[src/include/lmm_consts.svh]
`ifndef LMM_CONSTS_SVH
`define LMM_CONSTS_SVH

// Opcode fields, matched against the top bits of the instruction word
`define LMM_OPC_LOAD_BANK      10'h004
`define LMM_OPC_LOAD_LIT       8'h0E
`define LMM_OPC_MULTIPLY       8'h0D
`define LMM_OPC_STORE_ACC      7'h37

// Field positions inside the instruction word
`define LMM_OPC8_HI            15
`define LMM_OPC8_LO            8
`define LMM_OPC10_LO           6
`define LMM_OPC7_LO            9
`define LMM_ACCESS_BIT         8
`define LMM_BANK_LIT_HI        5
`define LMM_LIT_HI             7

// Addressing
`define LMM_INDEX_LIMIT        8'h5F
`define LMM_ACCESS_LOW_BANK    6'h00
`define LMM_ACCESS_HIGH_BANK   6'h3F
`define LMM_BANK_TOP_ZERO      2'h0

// Reset values
`define LMM_ACC_RESET          8'h00
`define LMM_BANK_RESET         8'h00
`define LMM_PROD_RESET         8'h00
`define LMM_ADDR_RESET         14'h0000

`endif

[src/include/lmm_pkg.sv]
package lmm_pkg;

    // Quarter phases of one instruction cycle, one-hot
    typedef enum logic [3:0] {
        LMM_Q1 = 4'h1,
        LMM_Q2 = 4'h2,
        LMM_Q3 = 4'h4,
        LMM_Q4 = 4'h8
    } lmm_phase_t;

    // Decoded operation kinds
    typedef enum logic [2:0] {
        LMM_OP_NONE       = 3'h0,
        LMM_OP_LOAD_LIT   = 3'h1,
        LMM_OP_STORE_ACC  = 3'h2,
        LMM_OP_LOAD_BANK  = 3'h3,
        LMM_OP_MULTIPLY   = 3'h4
    } lmm_op_t;

    // Decoded instruction held through the cycle
    typedef struct packed {
        lmm_op_t     op;
        logic [7:0]  lit;
        logic        banked;
        logic        ext_en;
        logic [13:0] index_base;
    } lmm_dec_t;

    // File register write request
    typedef struct packed {
        logic        en;
        logic [13:0] addr;
        logic [7:0]  data;
    } lmm_file_wr_t;

endpackage : lmm_pkg

[src/hdl/lmm_core.sv]
`timescale 1ns/1ps
`include "lmm_consts.svh"

module lmm_core (
    input  wire logic                  clk,
    input  wire logic                  rst,
    input  wire logic                  instr_valid,
    input  wire logic [15:0]           instr_word,
    input  wire logic                  ext_set_enable,
    input  wire logic [13:0]           index_base,
    output lmm_pkg::lmm_phase_t        phase,
    output logic [7:0]                 accumulator,
    output logic [7:0]                 bank_select_register,
    output logic [7:0]                 product_high_byte,
    output logic [7:0]                 product_low_byte,
    output lmm_pkg::lmm_file_wr_t      file_wr,
    output logic                       instr_done
);
    import lmm_pkg::*;

    // ************************************************************
    // Quarter phase sequencer
    // ************************************************************
    lmm_phase_t next_phase;

    // Free-running ring so every instruction takes exactly four clocks
    always_comb begin
        case (phase)
            LMM_Q1:  next_phase = LMM_Q2;
            LMM_Q2:  next_phase = LMM_Q3;
            LMM_Q3:  next_phase = LMM_Q4;
            LMM_Q4:  next_phase = LMM_Q1;
            default: next_phase = LMM_Q1;
        endcase
    end

    // Reset parks the ring at Q1 so the first word is taken at once
    always_ff @(posedge clk) begin
        if (rst) begin
            phase <= LMM_Q1;
        end else begin
            phase <= next_phase;
        end
    end

    // ************************************************************
    // Decode (Q1), operand read (Q2), process (Q3)
    // ************************************************************
    lmm_dec_t     dec;
    lmm_dec_t     next_dec;
    logic [7:0]   operand;
    logic [7:0]   next_operand;
    logic [15:0]  product;
    logic [15:0]  next_product;
    logic [13:0]  dest_addr;
    logic [13:0]  next_dest_addr;

    // Words that match no opcode here decode to a no-op
    always_comb begin
        next_dec       = dec;
        next_operand   = operand;
        next_product   = product;
        next_dest_addr = dest_addr;
        if (phase == LMM_Q1) begin
            next_dec.op         = LMM_OP_NONE;
            next_dec.lit        = instr_word[`LMM_LIT_HI:0];
            next_dec.banked     = instr_word[`LMM_ACCESS_BIT];
            next_dec.ext_en     = ext_set_enable;
            next_dec.index_base = index_base;
            if (instr_valid) begin
                if (instr_word[`LMM_OPC8_HI:`LMM_OPC8_LO] == `LMM_OPC_LOAD_LIT) begin
                    next_dec.op = LMM_OP_LOAD_LIT;
                end else if (instr_word[`LMM_OPC8_HI:`LMM_OPC8_LO] == `LMM_OPC_MULTIPLY) begin
                    next_dec.op = LMM_OP_MULTIPLY;
                end else if (instr_word[`LMM_OPC8_HI:`LMM_OPC7_LO] == `LMM_OPC_STORE_ACC) begin
                    next_dec.op = LMM_OP_STORE_ACC;
                end else if (instr_word[`LMM_OPC8_HI:`LMM_OPC10_LO] == `LMM_OPC_LOAD_BANK) begin
                    next_dec.op = LMM_OP_LOAD_BANK;
                end
            end
        end
        // Store reads the accumulator, the others read the literal
        if (phase == LMM_Q2) begin
            next_operand = (dec.op == LMM_OP_STORE_ACC) ? accumulator : dec.lit;
        end
        if (phase == LMM_Q3) begin
            next_product = accumulator * operand;
            if (dec.banked) begin
                next_dest_addr = {bank_select_register[`LMM_BANK_LIT_HI:0], dec.lit};
            end else if (dec.lit <= `LMM_INDEX_LIMIT) begin
                if (dec.ext_en) begin
                    next_dest_addr = dec.index_base + 14'(dec.lit);
                end else begin
                    next_dest_addr = {`LMM_ACCESS_LOW_BANK, dec.lit};
                end
            end else begin
                next_dest_addr = {`LMM_ACCESS_HIGH_BANK, dec.lit};
            end
        end
    end

    // Pipeline state; only registered here, computed above
    always_ff @(posedge clk) begin
        if (rst) begin
            dec       <= '0;
            operand   <= `LMM_ACC_RESET;
            product   <= '0;
            dest_addr <= `LMM_ADDR_RESET;
        end else begin
            dec       <= next_dec;
            operand   <= next_operand;
            product   <= next_product;
            dest_addr <= next_dest_addr;
        end
    end

    // ************************************************************
    // Destination write (Q4)
    // ************************************************************
    logic [7:0]   next_accumulator;
    logic [7:0]   next_bank;
    logic [7:0]   next_prod_hi;
    logic [7:0]   next_prod_lo;
    lmm_file_wr_t next_file_wr;
    logic         next_done;

    // No status flags live here: multiply never reports zero or carry
    always_comb begin
        next_accumulator = accumulator;
        next_bank        = bank_select_register;
        next_prod_hi     = product_high_byte;
        next_prod_lo     = product_low_byte;
        next_file_wr     = '0;
        next_done        = 1'b0;
        if (phase == LMM_Q4) begin
            next_done = (dec.op != LMM_OP_NONE);
            case (dec.op)
                LMM_OP_LOAD_LIT: begin
                    next_accumulator = operand;
                end
                LMM_OP_MULTIPLY: begin
                    next_prod_hi = product[15:8];
                    next_prod_lo = product[7:0];
                end
                LMM_OP_STORE_ACC: begin
                    next_file_wr.en   = 1'b1;
                    next_file_wr.addr = dest_addr;
                    next_file_wr.data = operand;
                end
                LMM_OP_LOAD_BANK: begin
                    next_bank = {`LMM_BANK_TOP_ZERO, operand[`LMM_BANK_LIT_HI:0]};
                end
                default: begin
                    next_done = 1'b0;
                end
            endcase
        end
    end

    // Architectural registers and pulses, all straight from flip-flops
    always_ff @(posedge clk) begin
        if (rst) begin
            accumulator          <= `LMM_ACC_RESET;
            bank_select_register <= `LMM_BANK_RESET;
            product_high_byte    <= `LMM_PROD_RESET;
            product_low_byte     <= `LMM_PROD_RESET;
            file_wr              <= '0;
            instr_done           <= 1'b0;
        end else begin
            accumulator          <= next_accumulator;
            bank_select_register <= next_bank;
            product_high_byte    <= next_prod_hi;
            product_low_byte     <= next_prod_lo;
            file_wr              <= next_file_wr;
            instr_done           <= next_done;
        end
    end

    // ************************************************************
    // Assertions
    // ************************************************************
    a_phase_ring_order: assert property (@(posedge clk) disable iff (rst)
        phase == LMM_Q1 |=> phase == LMM_Q2 ##1 phase == LMM_Q3 ##1 phase == LMM_Q4
        ##1 phase == LMM_Q1)
        else $error("quarter phases out of order");

    a_load_lit_acc: assert property (@(posedge clk) disable iff (rst)
        (phase == LMM_Q1 && instr_valid && instr_word[15:8] == 8'h0E)
        |-> ##4 accumulator == $past(instr_word[7:0], 4) && instr_done)
        else $error("literal not loaded into accumulator");

    a_mult_decode: assert property (@(posedge clk) disable iff (rst)
        (phase == LMM_Q1 && instr_valid && instr_word[15:8] == 8'h0D)
        |=> dec.op == LMM_OP_MULTIPLY)
        else $error("multiply opcode not decoded");

    a_mult_product: assert property (@(posedge clk) disable iff (rst)
        (phase == LMM_Q1 && instr_valid && instr_word[15:8] == 8'h0D)
        |-> ##4 {product_high_byte, product_low_byte}
            == $past(accumulator, 4) * $past(instr_word[7:0], 4)
            && accumulator == $past(accumulator, 4))
        else $error("product wrong or accumulator modified");

    a_mult_no_side: assert property (@(posedge clk) disable iff (rst)
        (phase == LMM_Q1 && instr_valid && instr_word[15:8] == 8'h0D)
        |-> ##4 !file_wr.en && $stable(bank_select_register))
        else $error("multiply disturbed other state");

    a_mult_zero_stored: assert property (@(posedge clk) disable iff (rst)
        (phase == LMM_Q1 && instr_valid && instr_word[15:8] == 8'h0D
         && instr_word[7:0] == 8'h00)
        |-> ##4 product_high_byte == 8'h00 && product_low_byte == 8'h00)
        else $error("zero product not stored");

    a_store_write: assert property (@(posedge clk) disable iff (rst)
        (phase == LMM_Q1 && instr_valid && instr_word[15:9] == 7'h37 && instr_word[8])
        |-> ##4 file_wr.en && file_wr.data == $past(accumulator, 4)
            && file_wr.addr == {$past(bank_select_register[5:0], 4), $past(instr_word[7:0], 4)})
        else $error("banked store wrong");

    a_store_indexed: assert property (@(posedge clk) disable iff (rst)
        (phase == LMM_Q1 && instr_valid && instr_word[15:9] == 7'h37 && !instr_word[8]
         && ext_set_enable && instr_word[7:0] <= 8'h5F)
        |-> ##4 file_wr.en
            && file_wr.addr == 14'($past(index_base, 4) + {6'h00, $past(instr_word[7:0], 4)}))
        else $error("indexed store address wrong");

    a_bank_top_zero: assert property (@(posedge clk) disable iff (rst)
        (phase == LMM_Q1 && instr_valid && instr_word[15:6] == 10'h004)
        |-> ##4 bank_select_register == {2'h0, $past(instr_word[5:0], 4)})
        else $error("bank select load wrong");

endmodule : lmm_core

[config.mk]
export PLATFORM = sky130hd
export DESIGN_NAME = lmm_core
export DESIGN_NICKNAME = d
export VERILOG_FILES = /design/src/include/lmm_pkg.sv /design/src/hdl/lmm_core.sv
export VERILOG_INCLUDE_DIRS = /design/src /design/src/include
export SDC_FILE = /design/constraint.sdc
export NUM_CORES = 1
export LEC_CHECK = 0
export BUFFER_PORTS_ARGS = -buffer_cell sky130_fd_sc_hd__buf_2
export CAP_MARGIN = 25
export CORE_MARGIN = 10
export CORE_UTILIZATION = 60
export DETAILED_ROUTE_END_ITERATION = 8
export HOLD_SLACK_MARGIN = 0.03
export PLACE_DENSITY_LB_ADDON = 0.25
export SETUP_SLACK_MARGIN = 0.2
export SLEW_MARGIN = 5
export SYNTH_ARGS = -nofsm -noshare
export SYNTH_HDL_FRONTEND = slang
export SYNTH_SLANG_ARGS = --single-unit
[constraint.sdc]
create_clock -name clk -period 8.51 [get_ports clk]
set_input_delay 1.2765 -clock clk [delete_from_list [all_inputs] [get_ports clk]]
set_output_delay 1.2765 -clock clk [all_outputs]
set_load 0.005 [all_outputs]
* After elaboration in Yosys (flattened, before gate mapping)
Cells that the tools add are included.
** Storage, ports and cells
- Input bits :: 34
- Flip-flop bits (word level) :: 123
- Output and inout port bits :: 60
** Operators by class
- Reductions and logical operators :: 8
- $add $sub $neg :: 1
- Multipliers :: 1
- Multiplexer cells :: 11
- Magnitude comparators :: 1
- Bitwise logic cells :: 3
- Equal/unequal tests :: 12
** Operator list (count)
- 14-bit 2-to-1 mux :: 3
- 23-bit 2-to-1 mux :: 1
- 8-bit by 4-bit == test with 1-bit output, second input constant :: 2
- 8-bit by 8-bit multiplier with 16-bit output :: 1
- 14-bit by 8-bit adder with 14-bit output :: 1
- 4-bit one-hot mux with 3 select lines :: 1
- 10-bit by 3-bit == test with 1-bit output, second input constant :: 1
- 3-bit 2-to-1 mux :: 3
- 8-bit by 7-bit less-or-equal comparator with 1-bit output, second input constant :: 1
- 8-bit 2-to-1 mux :: 1
- 7-bit by 6-bit == test with 1-bit output, second input constant :: 1
- 3-bit by 2-bit == test with 1-bit output, second input constant :: 2
- 2-bit AND reduction :: 3
- 3-bit OR reduction :: 2
- 4-bit by 1-bit == test with 1-bit output, second input constant :: 1
- 4-bit by 2-bit == test with 1-bit output, second input constant :: 1
- 4-bit by 3-bit == test with 1-bit output, second input constant :: 1
- 4-bit == test, second input constant :: 1
- 2-bit 2-to-1 mux :: 2
- 4-bit OR reduction :: 1
- 3-bit by 1-bit == test with 1-bit output, second input constant :: 1
- 3-bit == test, second input constant :: 1
- 1-bit NOT :: 3
- 3-bit nonzero test :: 1
- 2-bit OR reduction :: 1

* Logic depth before layout (Yosys ltp)
Gate-level depths: netlist of run 1.
- Depth after elaboration :: 6
- Depth in mapped cells :: 16
- Gate-level depth less buffers :: 15

* Least setup slack after synthesis of run 1
Ideal clock, no wire load.
- Path kind :: flip-flop to flip-flop
- Start point :: register accumulator[2]
- End point :: register product[15]
- Slack :: 4.019 ns
- Stages on the path, launching flop included :: 15
- Arrival time :: 4.359 ns
- Library setup time :: 0.132 ns
- Cell sequence :: dfxtp_1 > clkbuf_1 > and2_1 > fa_1 > fa_1 > fa_1 > inv_1 > fa_1 > inv_1 > ha_1 > or2_2 > a211o_1 > o21ai_0 > nor3b_1 > or3b_2
** Between the ends
- Cells in the longest elaborated chain, start to end :: 1
** Ends and longest elaborated chain
- start, declared :: line lmm_core.sv:12 : output logic [7:0] accumulator,
- start signal, assigned :: line lmm_core.sv:163 : accumulator <= `LMM_ACC_RESET;
- start signal, assigned :: line lmm_core.sv:170 : accumulator <= next_accumulator;
- 8-bit by 8-bit multiplier with 16-bit output :: line lmm_core.sv:87 : next_product = accumulator * operand;
- end signal, assigned :: line lmm_core.sv:112 : product <= next_product;
- end, declared :: line lmm_core.sv:53 : logic [15:0] product;
No other way between the ends.
A chain may end at the register's enable or synchronous reset.

* Worst setup path after layout of run 1
- Start point :: register operand[5]
- End point :: register product[15]
** Between the ends
- Cells in the longest elaborated chain, start to end :: 1
** Ends and longest elaborated chain
- start, declared :: line lmm_core.sv:51 : logic [7:0] operand;
- start signal, assigned :: line lmm_core.sv:106 : operand <= `LMM_ACC_RESET;
- start signal, assigned :: line lmm_core.sv:111 : operand <= next_operand;
- 8-bit by 8-bit multiplier with 16-bit output :: line lmm_core.sv:87
No other way between the ends.

==> results.json, run 1 <==
{
  "run_status": "finished clean",
  "final_hold_violations": 0,
  "setup.reg_to_reg.worst_slack_ns": 3.78,
  "synth.ff_latch_count": 123,
  "antenna_found_initial": 0,
  "post_cts_hold_buffer_count": 0,
  "drt_iter0_markers": 532,
  "final_area_mm2": 0.00831,
  "design.die.area_mm2": 0.0167,
  "synth-async-reset-ratio_pct": 0,
  "postRouteWirelength_um": 18700,
  "fin_setup_tns_ns": 0,
  "synth.yosys.warnings": 0,
  "latest_clock_arrival_within_the_worst_skew_pair_ns": 0.43,
  "first_pass_iters": 5,
  "grt_first_pass_wirelength_um": 30100,
  "final_period_minus_worst_setup_slack_ns": 4.73,
  "layout_commonest_cell": "sky130_fd_sc_hd__dfxtp_1",
  "critPathArrivalTime_ns": 5.03,
  "path_clk_slew_ns": 0.06,
  "peak_freq_ghz": 0.211,
  "io_pins": 94,
  "postPlaceCellArea_mm2": 0.00772,
  "seqCellArea_mm2": 0.00246,
  "worst_hold_startpoint": "product[6]$_SDFFE_PP0P_",
  "worst_ir_drop_vdd_v": 0.000152,
  "wl_met2_um": 8330,
  "synth_area_leaders": "sky130_fd_sc_hd__dfxtp_1 34%, sky130_fd_sc_hd__fa_1 10%, sky130_fd_sc_hd__ha_1 7.7%",
  "floorplan.initialDensity_pct": 62.1,
  "yosys_most_used_dff": "sky130_fd_sc_hd__dfxtp_1",
  "die_x_um": 129,
  "tritoncts": "done",
  "n_fill_cell": 896,
  "instances_no_fill": 1042,
  "whs_path_depth": 2,
  "syn-mean-instance-area_um2": 8.81,
  "antenna-diode-count": 0,
  "hpwlAfterDp_um": 13600,
  "slew-limit-headroom_pct": 48.7,
  "most-common-layout-cells": "123 x sky130_fd_sc_hd__dfxtp_1, 100 x sky130_fd_sc_hd__nand2_1, 91 x sky130_fd_sc_hd__buf_2",
  "wirelength_met1_um": 8350,
  "slew_viol_final": 0,
  "avgViaCountPerCell": 5.88,
  "cts_setup_buffers": 0,
  "htreeDepth": 4,
  "criticalPathCategory": "reg2reg",
  "synth_cell_types": 61,
  "routabilityCongestion": 0.921,
  "die_height_um": 129,
  "postSynthCellCount": 815,
  "synth.largest_area_cell": "sky130_fd_sc_hd__dfxtp_1",
  "core-area_mm2": 0.0116,
  "ctsResizeCount": 0,
  "crit_path_end_kind": "flip-flop",
  "vias_in_the_first_global_route": 6029,
  "grt_remaining_overflow": 0,
  "clk_path_buf_depth": 2,
  "grt_max_degree": 62,
  "post_drt_wl_per_cell_um": 18.0,
  "final_nets": 1001,
  "critical_path.max_fanout": 12,
  "synth.top_cell.area_share_pct": 34.3,
  "top_layer": "met4",
  "worst-slew-pin-transition_ns": 0.770,
  "numClockSinks": 123,
  "critical_path.startpoint_type": "flip-flop",
  "r2r.worst_path.cells": 13,
  "grt.total_usage_pct": 22.7,
  "std_cell_rows": 39,
  "min_path_type": "reg2reg",
  "critical_path_required_ns": 8.81,
  "critical_path.reg2reg.startpoint": "operand[5]$_SDFFE_PP0N_",
  "synth_area_mm2": 0.00718,
  "final_min_period_over_clock_period_pct": 55.6,
  "worst_r2r_endpoint": "product[15]$_SDFFE_PP0P_",
  "timing.clock.skew_ns": 0.0114,
  "detail-route-antenna-nets": 0,
  "power-per-cell-area_mw_per_mm2": 180,
  "final_layout_size_suffix_gt1_share_pct": 15.6,
  "dp_cells": 1010,
  "holdPathEnd": "product[6]$_SDFFE_PP0P_",
  "rsz_0062_raised_after_global_routing": "false",
  "cts.root.buffer_cell": "sky130_fd_sc_hd__clkbuf_16",
  "dr_wl_met3_um": 1720,
  "syn2layout_area_growth_pct": 15.8,
  "max-cap-violations": 0,
  "share_of_the_yosys_chip_area_belonging_to_registers_pct": 34.3,
  "area_used_by_multi_input_combinational_logic_mm2": 0.00435,
  "report.final.setup_viol": 0,
  "vias": 6129,
  "synth_enable_flop_cells": 0,
  "remaining_drc_errors": 0,
  "cellLeakagePower_nw": 3.97,
  "buffers_on_ports": 91,
  "cts-buffers-inserted": 17
}
-- stage by stage --
step	hold slack [ns]	util, %	setup slack [ns]	total power (W)
4_1_cts	0.453	71.9	3.80	0.00150
3_5_place_dp	0.445	66.7	3.81	0.000779
5_1_grt	0.465	71.9	3.60	0.00155
2_1_floorplan	0.422	-	4.02	0.000730
6_report	0.456	71.9	3.78	0.00150
3_3_place_gp	0.440	66.4	3.93	0.000769
-- flip-flops by register name, indices dropped and copies added (netlist names), 6 cells and up --
signal                flops
dec                      27
file_wr                  23
dest_addr                14
accumulator               8
operand                   8
product_high_byte         8
product_low_byte          8
product                  16
bank_select_register      6
-- critical path, stage by stage (launching register included) --
cell,delay (ns)
sky130_fd_sc_hd__dfxtp_1,0.55
sky130_fd_sc_hd__and2_1,0.21
sky130_fd_sc_hd__fa_1,0.45
sky130_fd_sc_hd__fa_1,0.52
sky130_fd_sc_hd__fa_1,0.56
sky130_fd_sc_hd__inv_1,0.06
sky130_fd_sc_hd__fa_1,0.52
sky130_fd_sc_hd__inv_1,0.04
sky130_fd_sc_hd__ha_1,0.23
sky130_fd_sc_hd__or2_2,0.31
sky130_fd_sc_hd__a211o_1,0.28
sky130_fd_sc_hd__o21ai_0,0.32
sky130_fd_sc_hd__nor3b_1,0.09
sky130_fd_sc_hd__or3b_2,0.46
-- report_power, final --
| part | internal, W | total, W | switching (W) |
|---|---|---|---|
| registers | 0.000597 | 0.000634 | 0.0000371 |
| logic | 0.0000510 | 0.000136 | 0.0000849 |
| clock network | 0.000465 | 0.000728 | 0.000263 |
-- layout make-up --
| class | count | share of cell area [%] |
|---|---|---|
| Multi-Input combinational cell | 594 | 52.3 |
| Sequential cell | 123 | 29.6 |
| Timing Repair Buffer | 98 | 6.40 |
| Clock buffer | 20 | 5.37 |
| Inverter | 52 | 2.35 |
| Tap cell | 143 | 2.15 |
| Clock inverter | 12 | 1.78 |
-- cells in the mapped netlist, types with 6 or more instances --
cell,number
sky130_fd_sc_hd__nor2_1,64
sky130_fd_sc_hd__a22oi_1,6
sky130_fd_sc_hd__nor3_1,9
sky130_fd_sc_hd__mux2i_1,43
sky130_fd_sc_hd__nand2_1,100
sky130_fd_sc_hd__a31oi_1,6
sky130_fd_sc_hd__a21oi_1,57
sky130_fd_sc_hd__fa_1,37
sky130_fd_sc_hd__dfxtp_1,123
sky130_fd_sc_hd__and3_1,7
sky130_fd_sc_hd__and2_1,70
sky130_fd_sc_hd__o21ai_0,12
sky130_fd_sc_hd__nor4_1,7
sky130_fd_sc_hd__inv_1,52
sky130_fd_sc_hd__clkbuf_1,39
sky130_fd_sc_hd__nand2b_1,11
sky130_fd_sc_hd__a211oi_1,15
sky130_fd_sc_hd__ha_1,44
sky130_fd_sc_hd__nand3_1,17
-- layer usage --
layer  vias to the layer above  global-route usage [%]
met5                         -                       0
met4                         0                    8.16
met3                        30                    7.01
met2                       241                    35.1
met1                      2922                    29.3
li1                       2936                       -
-- worst max path at each step --
| stage | start | end | depth (start not counted) |
|---|---|---|---|
| CTS | accumulator[2]$_SDFFE_PP0P_ | product[15]$_SDFFE_PP0P_ | 13 |
| global route | accumulator[1]$_SDFFE_PP0P_ | product[15]$_SDFFE_PP0P_ | 13 |
| global placement | accumulator[2]$_SDFFE_PP0P_ | product[15]$_SDFFE_PP0P_ | 13 |
| finish | operand[5]$_SDFFE_PP0N_ | product[15]$_SDFFE_PP0P_ | 13 |
| floorplan | accumulator[2]$_SDFFE_PP0P_ | product[15]$_SDFFE_PP0P_ | 14 |
| detailed placement | accumulator[2]$_SDFFE_PP0P_ | product[15]$_SDFFE_PP0P_ | 13 |
-- logic make-up after synthesis --
kind of cell / share of synthesized area [%]
AND/OR/NAND/NOR: 22.9
multiplexers: 5.99
other: 0.0522
adder cells (fa/ha/maj): 18.0
XOR/XNOR: 1.10
buffers and inverters: 5.49
AO/OA/AOI/OAI: 12.2
flip-flops: 34.3
Note: power is estimated with default switching activity, not from simulation.
==> inputs of run 2 (changes only) <==
CORE_UTILIZATION = 53   (was 60)
clock period = 4.3 ns   (was 8.51 ns; I/O delays follow)
==> run 2 against run 1 <==
Hold slack worse by 0.0021 ns. Clock-buffer cell count stayed put. Global-route usage is 2.1 points lower. Flip-flop and latch count stayed put. Highest routed layer unchanged.
==> results.json, run 2 (synthesis gave the netlist of run 1 again) <==
{
  "vias_in_the_first_global_route": 5962,
  "avgViaCountPerCell": 5.61,
  "syn2layout_area_growth_pct": 22.3,
  "cts-buffers-inserted": 17,
  "floorplan.initialDensity_pct": 54.2,
  "routabilityCongestion": 0.895,
  "path_clk_slew_ns": 0.06,
  "detail-route-antenna-nets": 0,
  "cts.root.buffer_cell": "sky130_fd_sc_hd__clkbuf_16",
  "design_power_total_w": 0.00304,
  "max_reg_flops": 27,
  "cpPeakStageDelay_ns": 0.58,
  "critPathArrivalTime_ns": 4.42,
  "run_status": "finished clean",
  "power-per-cell-area_mw_per_mm2": 347,
  "core-area_mm2": 0.0132,
  "crit_path_end_kind": "flip-flop",
  "worstPathBufferInverterCount": 3,
  "io_pins": 94,
  "regMostFlops": "dec",
  "slew_viol_final": 0,
  "peak_freq_ghz": 0.246,
  "hpwlAfterDp_um": 13500,
  "final_min_period_over_clock_period_pct": 94.4,
  "postRouteWirelength_um": 19300,
  "slew-limit-headroom_pct": 45.9,
  "path_common_cell": "sky130_fd_sc_hd__fa_1",
  "final_layout_size_suffix_gt1_share_pct": 23.0,
  "largest_registers": "dec: 27 flops, file_wr: 23 flops, product: 16 flops",
  "layout_setup_ws_ns": 0.241,
  "worst-slew-pin-transition_ns": 0.812,
  "n_fill_cell": 1143,
  "final_period_minus_worst_setup_slack_ns": 4.06,
  "tritoncts": "done",
  "clk_path_buf_depth": 2,
  "remaining_drc_errors": 0,
  "cpLargestDelayFamily": "adder cells",
  "antenna_found_initial": 0,
  "crit_chain": "and2_4 -> fa_1 -> fa_1 -> fa_1 -> inv_2 -> fa_1 -> inv_1 -> ha_2 -> o211ai_1 -> nand2_1 -> o21ai_4 -> buf_4 -> or4_1 -> nand3_1",
  "dp_cells": 1067,
  "criticalPathCategory": "reg2reg",
  "timing.clock.skew_ns": 0.00584,
  "grt_remaining_overflow": 0,
  "most-common-layout-cells": "111 x sky130_fd_sc_hd__dfxtp_1, 99 x sky130_fd_sc_hd__nand2_1, 91 x sky130_fd_sc_hd__buf_2",
  "critical_path.max_fanout": 5,
  "dp_worst_setup_slack_ns": 0.0620,
  "final_nets": 1036,
  "drt_iter0_markers": 508,
  "design.die.area_mm2": 0.0186,
  "grt_max_degree": 42,
  "report.final.setup_viol": 0,
  "grt_first_pass_wirelength_um": 30700,
  "critical_path.startpoint_type": "flip-flop",
  "cellLeakagePower_nw": 4.17,
  "first_pass_iters": 5,
  "rsz_0062_raised_after_global_routing": "true",
  "die_height_um": 136,
  "final_hold_violations": 0,
  "grt.total_usage_pct": 20.6,
  "cpMaxStageDelayCell": "sky130_fd_sc_hd__fa_1",
  "latest_clock_arrival_within_the_worst_skew_pair_ns": 0.42,
  "std_cell_rows": 42,
  "max-cap-violations": 0,
  "instances_no_fill": 1110,
  "numClockSinks": 123,
  "htreeDepth": 4,
  "antenna-diode-count": 0,
  "worst_ir_drop_vdd_v": 0.000334,
  "critical_path_required_ns": 4.66,
  "area_used_by_multi_input_combinational_logic_mm2": 0.00446,
  "post_drt_wl_per_cell_um": 17.4,
  "min_path_type": "reg2reg",
  "seqCellArea_mm2": 0.00250,
  "vias": 6232,
  "layout_commonest_cell": "sky130_fd_sc_hd__dfxtp_1",
  "buffers_on_ports": 91,
  "fin_setup_tns_ns": 0,
  "die_x_um": 136,
  "final_core_occ_pct": 66.3
}
==> run 2: changes by cell type in the layout (fill, tap and decap cells not counted), sizes merged <==
cell,delta
buf,+35
inv,+3
clkinv,-3
==> run 2: repair_timing <==
action / in CTS / in global routing
resized for setup: 23 / 28
setup endpoints to repair: 5 / 8
hold buffers: 0 / 0
pin swaps: 8 / 25
cloned: 0 / 0
buffers inserted: 4 / 7
==> run 2: cell type report <==
cell class                      count  area share [%]
Clock inverter                     12            1.85
Timing Repair Buffer              133            8.95
Tap cell                          176            2.51
Sequential cell                   123            28.4
Multi-Input combinational cell    594            50.8
Clock buffer                       20            5.20
Inverter                           52            2.22
==> run 2: worst paths after layout <==
check / from / to / slack [ns] / cells past startpoint
setup / recovery: accumulator[4]$_SDFFE_PP0P_ / product[11]$_SDFFE_PP0P_ / 0.24 / 14
hold / removal: product[6]$_SDFFE_PP0P_ / product[6]$_SDFFE_PP0P_ / 0.45 / 2
setup reg to reg: accumulator[4]$_SDFFE_PP0P_ / product[11]$_SDFFE_PP0P_ / 0.24 / 14
hold reg to reg: product[6]$_SDFFE_PP0P_ / product[6]$_SDFFE_PP0P_ / 0.45 / 2
==> run 2: worst min-delay path: stages, from the launching register on <==
cell	delay, ns
sky130_fd_sc_hd__dfxtp_1	0.31
sky130_fd_sc_hd__nand2_1	0.05
sky130_fd_sc_hd__a21oi_1	0.05
==> run 2: power by group <==
group          switching (W)  internal [W]
Clock               0.000550      0.000949
Sequential         0.0000672       0.00118
Combinational       0.000185      0.000113
==> run 2: through the flow <==
stage | hold WS [ns] | instance area, um^2
6_report | 0.454 | 8780
5_1_grt | 0.455 | 8780
4_1_cts | 0.453 | 8640
3_5_place_dp | 0.444 | 7940
3_3_place_gp | 0.437 | 7940
2_1_floorplan | 0.422 | 7260
==> run 2: routing by layer <==
metal	global-route usage [%]	share of wire (%)	vias to the layer above
met5	0	0	-
met4	4.62	0.74	0
met3	6.05	7.2	15
met2	30.9	44	224
met1	28.6	48	2995
li1	-	-	2998
==> inputs of run 3 (changes only) <==
BUFFER_PORTS_ARGS = default   (was -buffer_cell sky130_fd_sc_hd__buf_2)
CORE_UTILIZATION = 60   (was 53)
DONT_BUFFER_PORTS = 1   (was default)
clock period = 4.95 ns   (was 4.3 ns; I/O delays follow)
==> run 3 against run 2 <==
Combinational power is 27% lower. Critical path depth is 1 lower. Clock power is 17% lower. Die area is 10% lower. Fmax is 11% lower. Cell area is 9.5% lower. First-iteration DRC count is 12% higher. Highest routed layer unchanged. Critical endpoint is now product[15]$_SDFFE_PP0P_. Utilization is 2.4 points higher. Sequential share of layout area is 2.6 points higher. Largest cell class unchanged. Cell count is 13% lower.
==> results.json, run 3 (synthesis gave the netlist of run 1 again) <==
{
  "grt_first_pass_wirelength_um": 30700,
  "final_min_period_over_clock_period_pct": 92.3,
  "remaining_drc_errors": 0,
  "floorplan.initialDensity_pct": 62.1,
  "worst_ir_drop_vdd_v": 0.000281,
  "buffers_on_ports": 0,
  "postRouteWirelength_um": 19000,
  "vias_in_the_first_global_route": 5709,
  "tritoncts": "done",
  "report.final.setup_viol": 0,
  "critical_path.startpoint_type": "flip-flop",
  "fin_setup_tns_ns": 0,
  "cts_setup_buffers": 0,
  "largest_registers": "dec: 27 flops, file_wr: 23 flops, product: 16 flops",
  "n_fill_cell": 922,
  "antenna_found_initial": 0,
  "die_x_um": 129,
  "antenna-diode-count": 0,
  "timing.clock.skew_ns": 0.00587,
  "regMostFlops": "dec",
  "most-common-layout-cells": "121 x sky130_fd_sc_hd__dfxtp_1, 100 x sky130_fd_sc_hd__nand2_1, 70 x sky130_fd_sc_hd__and2_1",
  "avgViaCountPerCell": 6.03,
  "first_pass_iters": 5,
  "post_drt_wl_per_cell_um": 19.7,
  "drt_iter0_markers": 567,
  "area_used_by_multi_input_combinational_logic_mm2": 0.00435,
  "slew_viol_final": 0,
  "min_path_type": "in2reg",
  "routabilityCongestion": 0.936,
  "grt.total_usage_pct": 23.3,
  "cellLeakagePower_nw": 3.57,
  "peak_freq_ghz": 0.219,
  "detail-route-antenna-nets": 0,
  "critical_path.max_fanout": 9,
  "grt_max_degree": 100,
  "hpwlAfterDp_um": 13800,
  "ctsResizeCount": 0,
  "final_hold_violations": 0,
  "design.die.area_mm2": 0.0167,
  "dp_cells": 932,
  "critical_path_required_ns": 5.24,
  "worst-slew-pin-transition_ns": 0.858,
  "numClockSinks": 123,
  "latest_clock_arrival_within_the_worst_skew_pair_ns": 0.42,
  "clk_path_buf_depth": 2,
  "rsz_0062_raised_after_global_routing": "false",
  "max_reg_flops": 27,
  "max-cap-violations": 0,
  "cts.root.buffer_cell": "sky130_fd_sc_hd__clkbuf_16",
  "path_clk_slew_ns": 0.06,
  "seqCellArea_mm2": 0.00246,
  "core-area_mm2": 0.0116,
  "cts-buffers-inserted": 17,
  "die_height_um": 129,
  "crit_path_end_kind": "flip-flop",
  "layout_commonest_cell": "sky130_fd_sc_hd__dfxtp_1",
  "io_pins": 94,
  "grt_remaining_overflow": 0,
  "vias": 5803,
  "power-per-cell-area_mw_per_mm2": 322,
  "final_nets": 923,
  "syn2layout_area_growth_pct": 10.6,
  "instances_no_fill": 963,
  "post_cts_hold_buffer_count": 0,
  "criticalPathCategory": "reg2reg",
  "htreeDepth": 4,
  "design_power_total_w": 0.00256,
  "slew-limit-headroom_pct": 42.6,
  "critPathArrivalTime_ns": 4.86,
  "run_status": "finished clean",
  "final_period_minus_worst_setup_slack_ns": 4.57,
  "final_layout_size_suffix_gt1_share_pct": 8.05,
  "std_cell_rows": 39
}
## run 3: cell types whose count changed in the layout (fill, tap and decap cells not counted), sizes merged
| cell | previous run | this run |
|---|---|---|
| buf | 133 | 20 |
| clkbuf | 20 | 17 |
| clkinvlp | 2 | 4 |
## run 3: layer usage
layer	up-vias	wire, um	global-route usage [%]
met5	-	0	0
met4	0	219	7.16
met3	21	1920	7.22
met2	266	8090	33.2
met1	2763	8750	33.0
li1	2753	-	-
## run 3: worst paths after layout
| kind | from | to | slack (ns) | cells after the start |
|---|---|---|---|---|
| hold / removal | rst | dest_addr[6]$_SDFFE_PP0P_ | 0.41 | 1 |
| setup reg to reg | accumulator[5]$_SDFFE_PP0P_ | product[15]$_SDFFE_PP0P_ | 0.38 | 13 |
| hold reg to reg | dest_addr[1]$_SDFFE_PP0P_ | dest_addr[1]$_SDFFE_PP0P_ | 0.45 | 2 |
| setup / recovery | accumulator[5]$_SDFFE_PP0P_ | product[15]$_SDFFE_PP0P_ | 0.38 | 13 |
## run 3: area by class of cell
type / count / share of cell area, %
Multi-Input combinational cell: 594 / 54.8
Sequential cell: 123 / 31.0
Clock buffer: 17 / 5.35
Inverter: 52 / 2.46
Tap cell: 143 / 2.25
Clock inverter: 14 / 2.14
Timing Repair Buffer: 20 / 1.98
## run 3: stage by stage
step	utilization [%]	cell area [um^2]	worst slack (ns)	hold slack, ns
floorplan	-	7180	0.459	0.422
global placement	63.4	7330	0.368	0.434
detailed placement	63.5	7340	0.213	0.442
CTS	68.6	7940	0.201	0.386
global route	68.7	7950	0.211	0.386
finish	68.7	7950	0.382	0.415
## run 3: worst max-delay path, cell delays in order (launching register included)
cell and delay, ns:
sky130_fd_sc_hd__dfxtp_1 0.54, sky130_fd_sc_hd__and2_1 0.21, sky130_fd_sc_hd__fa_1 0.44, sky130_fd_sc_hd__fa_1 0.48
sky130_fd_sc_hd__fa_1 0.56, sky130_fd_sc_hd__inv_1 0.07, sky130_fd_sc_hd__fa_1 0.54, sky130_fd_sc_hd__inv_1 0.05
sky130_fd_sc_hd__ha_1 0.25, sky130_fd_sc_hd__or2_2 0.32, sky130_fd_sc_hd__a211o_1 0.30, sky130_fd_sc_hd__o21ai_2 0.19
sky130_fd_sc_hd__nor3b_1 0.07, sky130_fd_sc_hd__or3b_2 0.43
## run 3: power by group
part           leakage (nW)  total, W  switching [W]  internal, W
Clock                 0.282   0.00125       0.000464     0.000789
Sequential            0.997   0.00109      0.0000628      0.00103
Combinational          2.29  0.000218       0.000135    0.0000823
Total                  3.57   0.00256       0.000663      0.00190
